==> config.mk <==
export PLATFORM = sky130hd
export DESIGN_NAME = usb_power_mode_switch
export DESIGN_NICKNAME = d
export VERILOG_FILES = /design/src/rtl/pwr_mode_pkg.sv /design/src/rtl/usb_power_mode_switch.sv
export SDC_FILE = /design/constraint.sdc
export NUM_CORES = 1
export LEC_CHECK = 0
export ABC_AREA = 1
export BUFFER_PORTS_ARGS = -buffer_cell sky130_fd_sc_hd__buf_2
export CORE_MARGIN = 4
export CORE_UTILIZATION = 49
export CTS_CLUSTER_DIAMETER = 50
export DETAILED_ROUTE_END_ITERATION = 10
export GPL_TIMING_DRIVEN = 0
export HOLD_SLACK_MARGIN = 0.1
export PLACE_DENSITY_LB_ADDON = 0.1
export SYNTH_ARGS = -nofsm -noshare
export SYNTH_HDL_FRONTEND = slang
export SYNTH_SLANG_ARGS = --single-unit
==> constraint.sdc <==
create_clock -name aclk -period 3.1 [get_ports aclk]
set_clock_uncertainty 0.2 [all_clocks]
set_input_delay 0.62 -clock aclk [delete_from_list [all_inputs] [get_ports aclk]]
set_output_delay 0.62 -clock aclk [all_outputs]
set_load 0.02 [all_outputs]
==> src/rtl/pwr_mode_pkg.sv <==
// Package of constants and types for the USB power mode switch.
// Behaviour
// - Supply rising over upper threshold in stand-alone mode raises plug interrupt when enabled.
// - Software reset holds device in reset with every I/O tri-stated as input.
// - Reset into USB mode drives usb_switch_enable_n low during and after reset.
// - Supply falling below lower threshold in USB mode raises plug-change interrupt.
// - Reset into stand-alone mode floats usb_switch_enable_n during and after reset.
// - Stand-alone mode stops the PLL and clocks from the divided crystal.
// - Storage-rail I/Os are held at ground while the storage supply is absent.
// - Software selects regulator output among 2.8, 3.3, 3.4 or 3.5 volts.
// - Voltage select encodes 00=3.5V, 01=3.4V, 10=3.3V, 11=2.8V.
// - plug_detect follows cable; each edge requests an interrupt when enabled.
// - regulator_on powers the storage regulator; clearing it shuts it down.
`default_nettype none
package pwr_mode_pkg;
    localparam logic [3:0] OFF_CTRL   = 4'h0;
    localparam logic [3:0] OFF_STATUS = 4'h4;
    localparam logic [3:0] OFF_IRQ    = 4'h8;
    localparam logic [3:0] OFF_MASK   = 4'hc;
    localparam int BIT_REGULATOR_ON  = 0;
    localparam int BIT_DETOFF = 1;
    localparam int BIT_VSEL   = 2;
    localparam int BIT_PLUG_IRQ_ENABLE  = 4;
    localparam int BIT_RESET  = 8;
    localparam int BIT_PLUG   = 0;
    localparam int BIT_UPPER  = 1;
    localparam int BIT_LOWER  = 2;
    localparam int BIT_USBM   = 3;
    localparam int BIT_INRST  = 4;
    localparam logic [1:0] VSEL_3V5 = 2'h0;
    localparam logic [1:0] VSEL_3V4 = 2'h1;
    localparam logic [1:0] VSEL_3V3 = 2'h2;
    localparam logic [1:0] VSEL_2V8 = 2'h3;
    localparam int CLK_MHZ       = 10;
    localparam int RST_HOLD_NS   = 51200;
    localparam int RST_HOLD_CYC  = (RST_HOLD_NS * CLK_MHZ + 999) / 1000;
    localparam logic [1:0] RESP_OKAY   = 2'h0;
    localparam logic [1:0] RESP_SLVERR = 2'h2;
    typedef enum logic [1:0] {
        ST_RUN   = 2'b00,
        ST_RESET = 2'b01
    } seq_state_t;
    typedef struct packed {
        logic       plug_irq_enable;
        logic [1:0] regulator_voltage_select;
        logic       detector_off;
        logic       regulator_on;
    } ctrl_t;
    typedef struct packed {
        logic usb_mode;
        logic pll_enable;
        logic clk_sel_pll;
    } mode_t;
endpackage : pwr_mode_pkg
`default_nettype wire

==> src/rtl/usb_power_mode_switch.sv <==
// Power mode sequencer with AXI4-Lite control registers.
//
// Chosen here: the AXI4-Lite interface to the registers and the register addresses.
`default_nettype none
module usb_power_mode_switch
    import pwr_mode_pkg::*;
#(
    parameter int RST_CYC = RST_HOLD_CYC
) (
    input  wire logic        aclk,              // System clock, 10 MHz.
    input  wire logic        aresetn,           // Synchronous reset, active low.
    input  wire logic [3:0]  s_axi_awaddr,      // Write address.
    input  wire logic        s_axi_awvalid,     // Write address valid.
    output logic             s_axi_awready,     // Write address ready.
    input  wire logic [31:0] s_axi_wdata,       // Write data.
    input  wire logic [3:0]  s_axi_wstrb,       // Write strobes.
    input  wire logic        s_axi_wvalid,      // Write data valid.
    output logic             s_axi_wready,      // Write data ready.
    output logic [1:0]       s_axi_bresp,       // Write response.
    output logic             s_axi_bvalid,      // Write response valid.
    input  wire logic        s_axi_bready,      // Write response ready.
    input  wire logic [3:0]  s_axi_araddr,      // Read address.
    input  wire logic        s_axi_arvalid,     // Read address valid.
    output logic             s_axi_arready,     // Read address ready.
    output logic [31:0]      s_axi_rdata,       // Read data.
    output logic [1:0]       s_axi_rresp,       // Read response.
    output logic             s_axi_rvalid,      // Read data valid.
    input  wire logic        s_axi_rready,      // Read data ready.
    input  wire logic        upper_detect,      // Supply above upper detect threshold.
    input  wire logic        lower_detect,      // Supply above lower detect threshold.
    input  wire logic        storage_io_supply, // Storage rail present.
    output logic             usb_switch_enable_n_o,  // Switch enable pin output value.
    output logic             usb_switch_enable_n_oe, // Switch enable pin output enable.
    output logic             io_hiz,            // All I/O ports tri-stated as inputs.
    output logic             storage_io_ground, // Storage-rail I/Os held at ground.
    output logic             pll_enable,        // PLL running.
    output logic             clk_sel_pll,       // Core clock from PLL, else crystal divided.
    output logic             regulator_on,      // Storage regulator power.
    output logic [1:0]       regulator_voltage_select, // Regulator level code.
    output logic             detector_off,      // Supply detector powered down.
    output logic             core_reset,        // Reset held on the core.
    output logic             irq                // Level interrupt.
);

    ctrl_t      ctrl_q;
    mode_t      mode_q;
    seq_state_t state_q;
    logic [$clog2(RST_CYC+1)-1:0] cnt_q;
    logic       plug_q;
    logic       plug_prev_q;
    logic [1:0] irq_stat_q;
    logic [1:0] irq_mask_q;
    logic       sw_reset_req;

    logic       aw_done_q, w_done_q;
    logic [3:0] awaddr_q;
    logic [31:0] wdata_q;

    function automatic logic mapped(input logic [3:0] a);
        mapped = (a == OFF_CTRL) || (a == OFF_STATUS) || (a == OFF_IRQ) || (a == OFF_MASK);
    endfunction : mapped

    ////////////////////////////////////////////////////////////////////////////
    // Write channel: address and data accepted in either order.

    logic wr_go;
    assign wr_go = aw_done_q && w_done_q && !s_axi_bvalid;

    always_ff @(posedge aclk) begin
        if (!aresetn) begin
            aw_done_q     <= 1'b0;
            w_done_q      <= 1'b0;
            awaddr_q      <= 4'h0;
            wdata_q       <= 32'h0;
            s_axi_awready <= 1'b0;
            s_axi_wready  <= 1'b0;
            s_axi_bvalid  <= 1'b0;
            s_axi_bresp   <= RESP_OKAY;
        end else begin
            s_axi_awready <= 1'b0;
            s_axi_wready  <= 1'b0;
            if (s_axi_awvalid && !aw_done_q && !s_axi_awready) begin
                s_axi_awready <= 1'b1;
            end
            if (s_axi_awvalid && s_axi_awready) begin
                aw_done_q <= 1'b1;
                awaddr_q  <= s_axi_awaddr;
            end
            if (s_axi_wvalid && !w_done_q && !s_axi_wready) begin
                s_axi_wready <= 1'b1;
            end
            if (s_axi_wvalid && s_axi_wready) begin
                w_done_q <= 1'b1;
                wdata_q  <= s_axi_wstrb[0] ? s_axi_wdata : 32'h0;
            end
            if (wr_go) begin
                s_axi_bvalid <= 1'b1;
                s_axi_bresp  <= mapped(awaddr_q) ? RESP_OKAY : RESP_SLVERR;
                aw_done_q    <= 1'b0;
                w_done_q     <= 1'b0;
            end else if (s_axi_bvalid && s_axi_bready) begin
                s_axi_bvalid <= 1'b0;
            end
        end
    end

    logic wr_ctrl, wr_irq, wr_mask;
    assign wr_ctrl = wr_go && (awaddr_q == OFF_CTRL);
    assign wr_irq  = wr_go && (awaddr_q == OFF_IRQ);
    assign wr_mask = wr_go && (awaddr_q == OFF_MASK);
    assign sw_reset_req = wr_ctrl && wdata_q[BIT_RESET];

    ////////////////////////////////////////////////////////////////////////////
    // Control bits. Software reset does not clear them, but the CTRL write that
    // requests it loads them from its own data, regulator setting included.

    always_ff @(posedge aclk) begin
        if (!aresetn) begin
            ctrl_q <= '0;
        end else if (wr_ctrl) begin
            ctrl_q.regulator_on             <= wdata_q[BIT_REGULATOR_ON];
            ctrl_q.detector_off             <= wdata_q[BIT_DETOFF];
            ctrl_q.regulator_voltage_select <= wdata_q[BIT_VSEL +: 2];
            ctrl_q.plug_irq_enable          <= wdata_q[BIT_PLUG_IRQ_ENABLE];
        end
    end

    ////////////////////////////////////////////////////////////////////////////
    // Plug detection: set by upper threshold, cleared below lower threshold.

    always_ff @(posedge aclk) begin
        if (!aresetn) begin
            plug_q      <= 1'b0;
            plug_prev_q <= 1'b0;
        end else begin
            plug_prev_q <= plug_q;
            if (ctrl_q.detector_off || upper_detect) begin
                plug_q <= 1'b1;
            end else if (!lower_detect) begin
                plug_q <= 1'b0;
            end
        end
    end

    logic plug_rise, plug_fall;
    assign plug_rise = plug_q && !plug_prev_q;
    assign plug_fall = !plug_q && plug_prev_q;

    // Bit 0 plug event, bit 1 unplug event; set wins over write-one clear.
    always_ff @(posedge aclk) begin
        if (!aresetn) begin
            irq_stat_q <= 2'h0;
            irq_mask_q <= 2'h0;
        end else begin
            for (int i = 0; i < 2; i++) begin
                if ((i == 0 ? plug_rise : plug_fall) && ctrl_q.plug_irq_enable) begin
                    irq_stat_q[i] <= 1'b1;
                end else if (wr_irq && wdata_q[i]) begin
                    irq_stat_q[i] <= 1'b0;
                end
            end
            if (wr_mask) begin
                irq_mask_q <= wdata_q[1:0];
            end
        end
    end

    always_ff @(posedge aclk) begin
        if (!aresetn) begin
            irq <= 1'b0;
        end else begin
            irq <= |(irq_stat_q & irq_mask_q);
        end
    end

    ////////////////////////////////////////////////////////////////////////////
    // Reset sequencer. The mode is latched as the reset phase starts.

    always_ff @(posedge aclk) begin
        if (!aresetn) begin
            state_q <= ST_RESET;
            cnt_q   <= '0;
            mode_q  <= '0;
        end else begin
            case (state_q)
                ST_RUN: begin
                    if (sw_reset_req) begin
                        state_q            <= ST_RESET;
                        cnt_q              <= '0;
                        mode_q.usb_mode    <= plug_q;
                        mode_q.pll_enable  <= plug_q;
                        mode_q.clk_sel_pll <= plug_q;
                    end
                end
                ST_RESET: begin
                    if (cnt_q == 0) begin
                        mode_q.usb_mode    <= plug_q;
                        mode_q.pll_enable  <= plug_q;
                        mode_q.clk_sel_pll <= plug_q;
                    end
                    if (cnt_q == ($bits(cnt_q))'(RST_CYC - 1)) begin
                        state_q <= ST_RUN;
                    end else begin
                        cnt_q <= cnt_q + 1'b1;
                    end
                end
                default: state_q <= ST_RESET;
            endcase
        end
    end

    ////////////////////////////////////////////////////////////////////////////
    // Registered outputs.

    always_ff @(posedge aclk) begin
        if (!aresetn) begin
            usb_switch_enable_n_o    <= 1'b0;
            usb_switch_enable_n_oe   <= 1'b0;
            io_hiz                   <= 1'b1;
            storage_io_ground        <= 1'b1;
            pll_enable               <= 1'b0;
            clk_sel_pll              <= 1'b0;
            regulator_on             <= 1'b0;
            regulator_voltage_select <= VSEL_3V5;
            detector_off             <= 1'b0;
            core_reset               <= 1'b1;
        end else begin
            usb_switch_enable_n_o    <= 1'b0;
            usb_switch_enable_n_oe   <= mode_q.usb_mode;
            io_hiz                   <= (state_q == ST_RESET);
            storage_io_ground        <= !storage_io_supply;
            pll_enable               <= mode_q.pll_enable;
            clk_sel_pll              <= mode_q.clk_sel_pll;
            regulator_on             <= ctrl_q.regulator_on;
            regulator_voltage_select <= ctrl_q.regulator_voltage_select;
            detector_off             <= ctrl_q.detector_off;
            core_reset               <= (state_q == ST_RESET);
        end
    end

    ////////////////////////////////////////////////////////////////////////////
    // Read channel.

    logic [31:0] rd_val;
    always_comb begin
        rd_val = 32'h0;
        case (s_axi_araddr)
            OFF_CTRL: begin
                rd_val[BIT_REGULATOR_ON]      = ctrl_q.regulator_on;
                rd_val[BIT_DETOFF]     = ctrl_q.detector_off;
                rd_val[BIT_VSEL +: 2]  = ctrl_q.regulator_voltage_select;
                rd_val[BIT_PLUG_IRQ_ENABLE]      = ctrl_q.plug_irq_enable;
            end
            OFF_STATUS: begin
                rd_val[BIT_PLUG]  = plug_q;
                rd_val[BIT_UPPER] = upper_detect || ctrl_q.detector_off;
                rd_val[BIT_LOWER] = lower_detect || ctrl_q.detector_off;
                rd_val[BIT_USBM]  = mode_q.usb_mode;
                rd_val[BIT_INRST] = (state_q == ST_RESET);
            end
            OFF_IRQ:  rd_val[1:0] = irq_stat_q;
            OFF_MASK: rd_val[1:0] = irq_mask_q;
            default:  rd_val = 32'h0;
        endcase
    end

    always_ff @(posedge aclk) begin
        if (!aresetn) begin
            s_axi_arready <= 1'b0;
            s_axi_rvalid  <= 1'b0;
            s_axi_rdata   <= 32'h0;
            s_axi_rresp   <= RESP_OKAY;
        end else begin
            s_axi_arready <= s_axi_arvalid && !s_axi_arready && !s_axi_rvalid;
            if (s_axi_arvalid && s_axi_arready) begin
                s_axi_rvalid <= 1'b1;
                s_axi_rdata  <= rd_val;
                s_axi_rresp  <= mapped(s_axi_araddr) ? RESP_OKAY : RESP_SLVERR;
            end else if (s_axi_rvalid && s_axi_rready) begin
                s_axi_rvalid <= 1'b0;
            end
        end
    end

    ////////////////////////////////////////////////////////////////////////////
    // Checks.

    a_plug_rise_irq: assert property (@(posedge aclk) disable iff (!aresetn)
        (plug_rise && ctrl_q.plug_irq_enable) |=> irq_stat_q[0])
        else $error("plug event not latched");
    a_unplug_irq: assert property (@(posedge aclk) disable iff (!aresetn)
        (plug_fall && ctrl_q.plug_irq_enable) |=> irq_stat_q[1])
        else $error("unplug event not latched");
    a_reset_hiz: assert property (@(posedge aclk) disable iff (!aresetn)
        sw_reset_req && state_q == ST_RUN |=> ##1 io_hiz && core_reset)
        else $error("software reset did not tri-state I/O");
    a_usb_switch_on: assert property (@(posedge aclk) disable iff (!aresetn)
        $rose(mode_q.usb_mode) |=> usb_switch_enable_n_oe && !usb_switch_enable_n_o)
        else $error("switch not driven low in USB mode");
    a_standalone_float: assert property (@(posedge aclk) disable iff (!aresetn)
        $fell(mode_q.usb_mode) |=> !usb_switch_enable_n_oe)
        else $error("switch not floated in stand-alone mode");
    a_pll_stop: assert property (@(posedge aclk) disable iff (!aresetn)
        !mode_q.usb_mode |=> !pll_enable && !clk_sel_pll)
        else $error("PLL running in stand-alone mode");
    a_storage_gnd: assert property (@(posedge aclk) disable iff (!aresetn)
        !storage_io_supply |=> storage_io_ground)
        else $error("storage I/Os not grounded");
    a_vsel_out: assert property (@(posedge aclk) disable iff (!aresetn)
        wr_ctrl |=> ##1 regulator_voltage_select == $past(wdata_q[BIT_VSEL +: 2], 2))
        else $error("voltage select not applied");
    a_regulator_out: assert property (@(posedge aclk) disable iff (!aresetn)
        wr_ctrl |=> ##1 regulator_on == $past(wdata_q[BIT_REGULATOR_ON], 2))
        else $error("regulator enable not applied");
    a_plug_follow: assert property (@(posedge aclk) disable iff (!aresetn)
        upper_detect |=> plug_q)
        else $error("plug flag not set");
    a_mode_hold: assert property (@(posedge aclk) disable iff (!aresetn)
        (state_q == ST_RUN && !sw_reset_req) |=> $stable(mode_q.usb_mode))
        else $error("mode changed outside reset");

endmodule : usb_power_mode_switch
`default_nettype wire

==> flow_summary.ini <==
[die]
initial_core_util = 0.515
dieWidth_um = 82.0
die_h_um = 82.0
dieArea_um2 = 6720
io_pins = 107
fp-row-count = 26
core_um2 = 5200

[detailed_routing]
first_iter_violations = 138
vias = 2343
drc = 0
wl_per_cell_um = 10.9
ant_nets = 0
drt_wl_total_mm = 5.62
firstDrtPassIters = 5
via_per_inst = 4.56

[hold_path]
hold_path_class = register to register

[setup_path]
startpoint_type = register
critPathBufInv = 2
crit_family = flip-flops
max_stage_delay_ps = 350
cp.arrival_ps = 890
slowest_stage = dfxtp_1
worstPathCellList = buf_4 -> buf_2
cp-end-kind = output port
crit_fanout = 3
path_class = register to output port
required_ps = 2280

[placed_design]
place_area_um2 = 3110
placement.io_buffers = 46
gp_congestion = 0.874
dp_hpwl_mm = 4.31

[pwr]
powerDensity_nw_per_um2 = 410
ir_worst_vdd_uv = 285
power_leakage_nw = 1.60

[sta]
fin_crit_sh = 0.553
setup_viol = 0
min_period_ps = 1710
max_freq_ghz = 0.583
grt_setup_unrepaired = no
tns_ps = 0
drv_slew = 0
maxSlewHeadroom = 0.551
worst_pin_slew_ps = 674
hold_viol_final = 0

[global_routing]
gr-usage-all-layers = 0.177
grt_max_degree = 17
grt_pass1_wl_mm = 9.36
grt_pass1_vias = 2041
grt.overflow.total = 0
antenna_found_initial = 0

[yosys]
synth_top_area_frac = 0.411
synth_edf_count = 0
ys_warn_count = 0
synthCells = 361
ys_seq_elements = 55
yosys-top-cells-area = dfxtp_1 (41%), buf_4 (9.5%), nand2_1 (9.0%), nor2_1 (6.2%), nand3_1 (5.8%)
ys_top_cells_by_count = nand2_1 (64), dfxtp_1 (55), nor2_1 (44)
netlist-cell-type-count = 29
synthFlopType = dfxtp_1
syn_avg_cell_area_um2 = 7.42
async_flop_share = 0
yosysTopAreaCell = dfxtp_1
netlist_area_um2 = 2680
synth_most_common_cell = nand2_1
yosysSeqAreaShare = 0.411

[clock_tree]
clk_pin_slew_ps = 90
cts_setup_buffers = 0
cts.sinks = 55
cts_tree = yes
cts_buffers = 5
cts_buffer_depth = 2
hold_buffers = 0
ctsResizeCount = 0
worstSkewPairLatency_ps = 300
cts-root-buf = clkbuf_8
h-tree-depth = 2

[finish]
post-route-util = 0.613
fillCellCount = 510
synthToLayoutAreaGrowth_pct = 19.1
fin_area_um2 = 3190
layout-drive-gt1-share = 0.257
diodes = 0
final_nets = 499

[run]
drv_cap = 0

[run_status]
status = finished clean
## kinds of logic after synthesis
kind of cell	count (synthesis)	share of synthesized area
flip-flops	55	0.411
AO/OA/AOI/OAI	50	0.106
adder cells (fa/ha/maj)	2	0.00934
buffers and inverters	86	0.181
AND/OR/NAND/NOR	167	0.292
other	1	0.00140
## placed cells by master, fill, tap and decap left out, types with 7 or more instances in the layout
| master | count |
|---|---|
| buf_2 | 48 |
| nand3_2 | 7 |
| inv_1 | 41 |
| nand4_1 | 7 |
| conb_1 | 30 |
| nor2_1 | 44 |
| dfxtp_1 | 55 |
| buf_4 | 34 |
| o21ai_0 | 19 |
| nand3_1 | 31 |
| a21oi_1 | 20 |
| nand2_1 | 64 |
## layer usage
metal,GRT usage,up-vias,routed length (µm)
met1,0.245,1017,2650
met2,0.283,67,2570
met3,0.0307,8,343
li1,-,1251,-
met5,0,-,0
met4,0.0482,0,64
## final timing paths
| check | start | end | slack (ps) | cells past startpoint |
|---|---|---|---|---|
| setup reg to reg | cnt_q[0]$_SDFFE_PN0P_ | cnt_q[0]$_SDFFE_PN0P_ | 1530 | 9 |
| hold reg to reg | s_axi_arready$_SDFF_PN0_ | s_axi_arready$_SDFF_PN0_ | 240 | 1 |
| setup / recovery | usb_switch_enable_n_oe$_SDFF_PN0_ | usb_switch_enable_n_oe | 1390 | 2 |
| hold / removal | s_axi_arready$_SDFF_PN0_ | s_axi_arready$_SDFF_PN0_ | 240 | 1 |
## power breakdown
group | switching, W | internal [W] | leakage (nW)
Combinational | 0.000113 | 0.0000700 | 1.11
Sequential | 0.0000155 | 0.000727 | 0.447
Clock | 0.000221 | 0.000163 | 0.0428
## through the flow
stage / setup slack (ps) / hold WS, ps / total power (W) / instances
finish: 1390 / 245 / 0.00131 / 514
global route: 1330 / 266 / 0.00138 / 514
CTS: 1370 / 246 / 0.00133 / 514
detailed placement: 1120 / 233 / 0.000940 / 506
global placement: 1130 / 222 / 0.000937 / 506
floorplan: 1530 / 217 / 0.000894 / 390
## flip-flops by register name, indices dropped and copies added, names as in the netlist, 2 cells and up
| signal | cells |
|---|---|
| irq_mask_q | 2 |
| irq_stat_q | 2 |
| wdata_q | 6 |
| s_axi_rdata | 5 |
| ctrl_q | 5 |
| awaddr_q | 4 |
| regulator_voltage_select | 2 |
| cnt_q | 10 |
## cell type report
type | instances | area (µm²) | area share
Sequential cell | 55 | 1100 | 0.345
Inverter | 43 | 161 | 0.0506
Tap cell | 70 | 87.6 | 0.0274
Buffer | 43 | 323 | 0.101
Timing Repair Buffer | 46 | 230 | 0.0721
Clock buffer | 7 | 76.3 | 0.0239
Multi-Input combinational cell | 249 | 1200 | 0.377
Clock inverter | 1 | 8.76 | 0.00274
## worst reg2reg max path, cell delays in order, from the launching register on
cell,delay (ps)
dfxtp_1,360
ha_1,190
nand2_2,90
nor2_4,120
nand3_2,110
nand2_4,110
buf_12,140
nand2_1,50
nand2_1,60
nor2_1,50
Power figures use the tool's default switching activity.
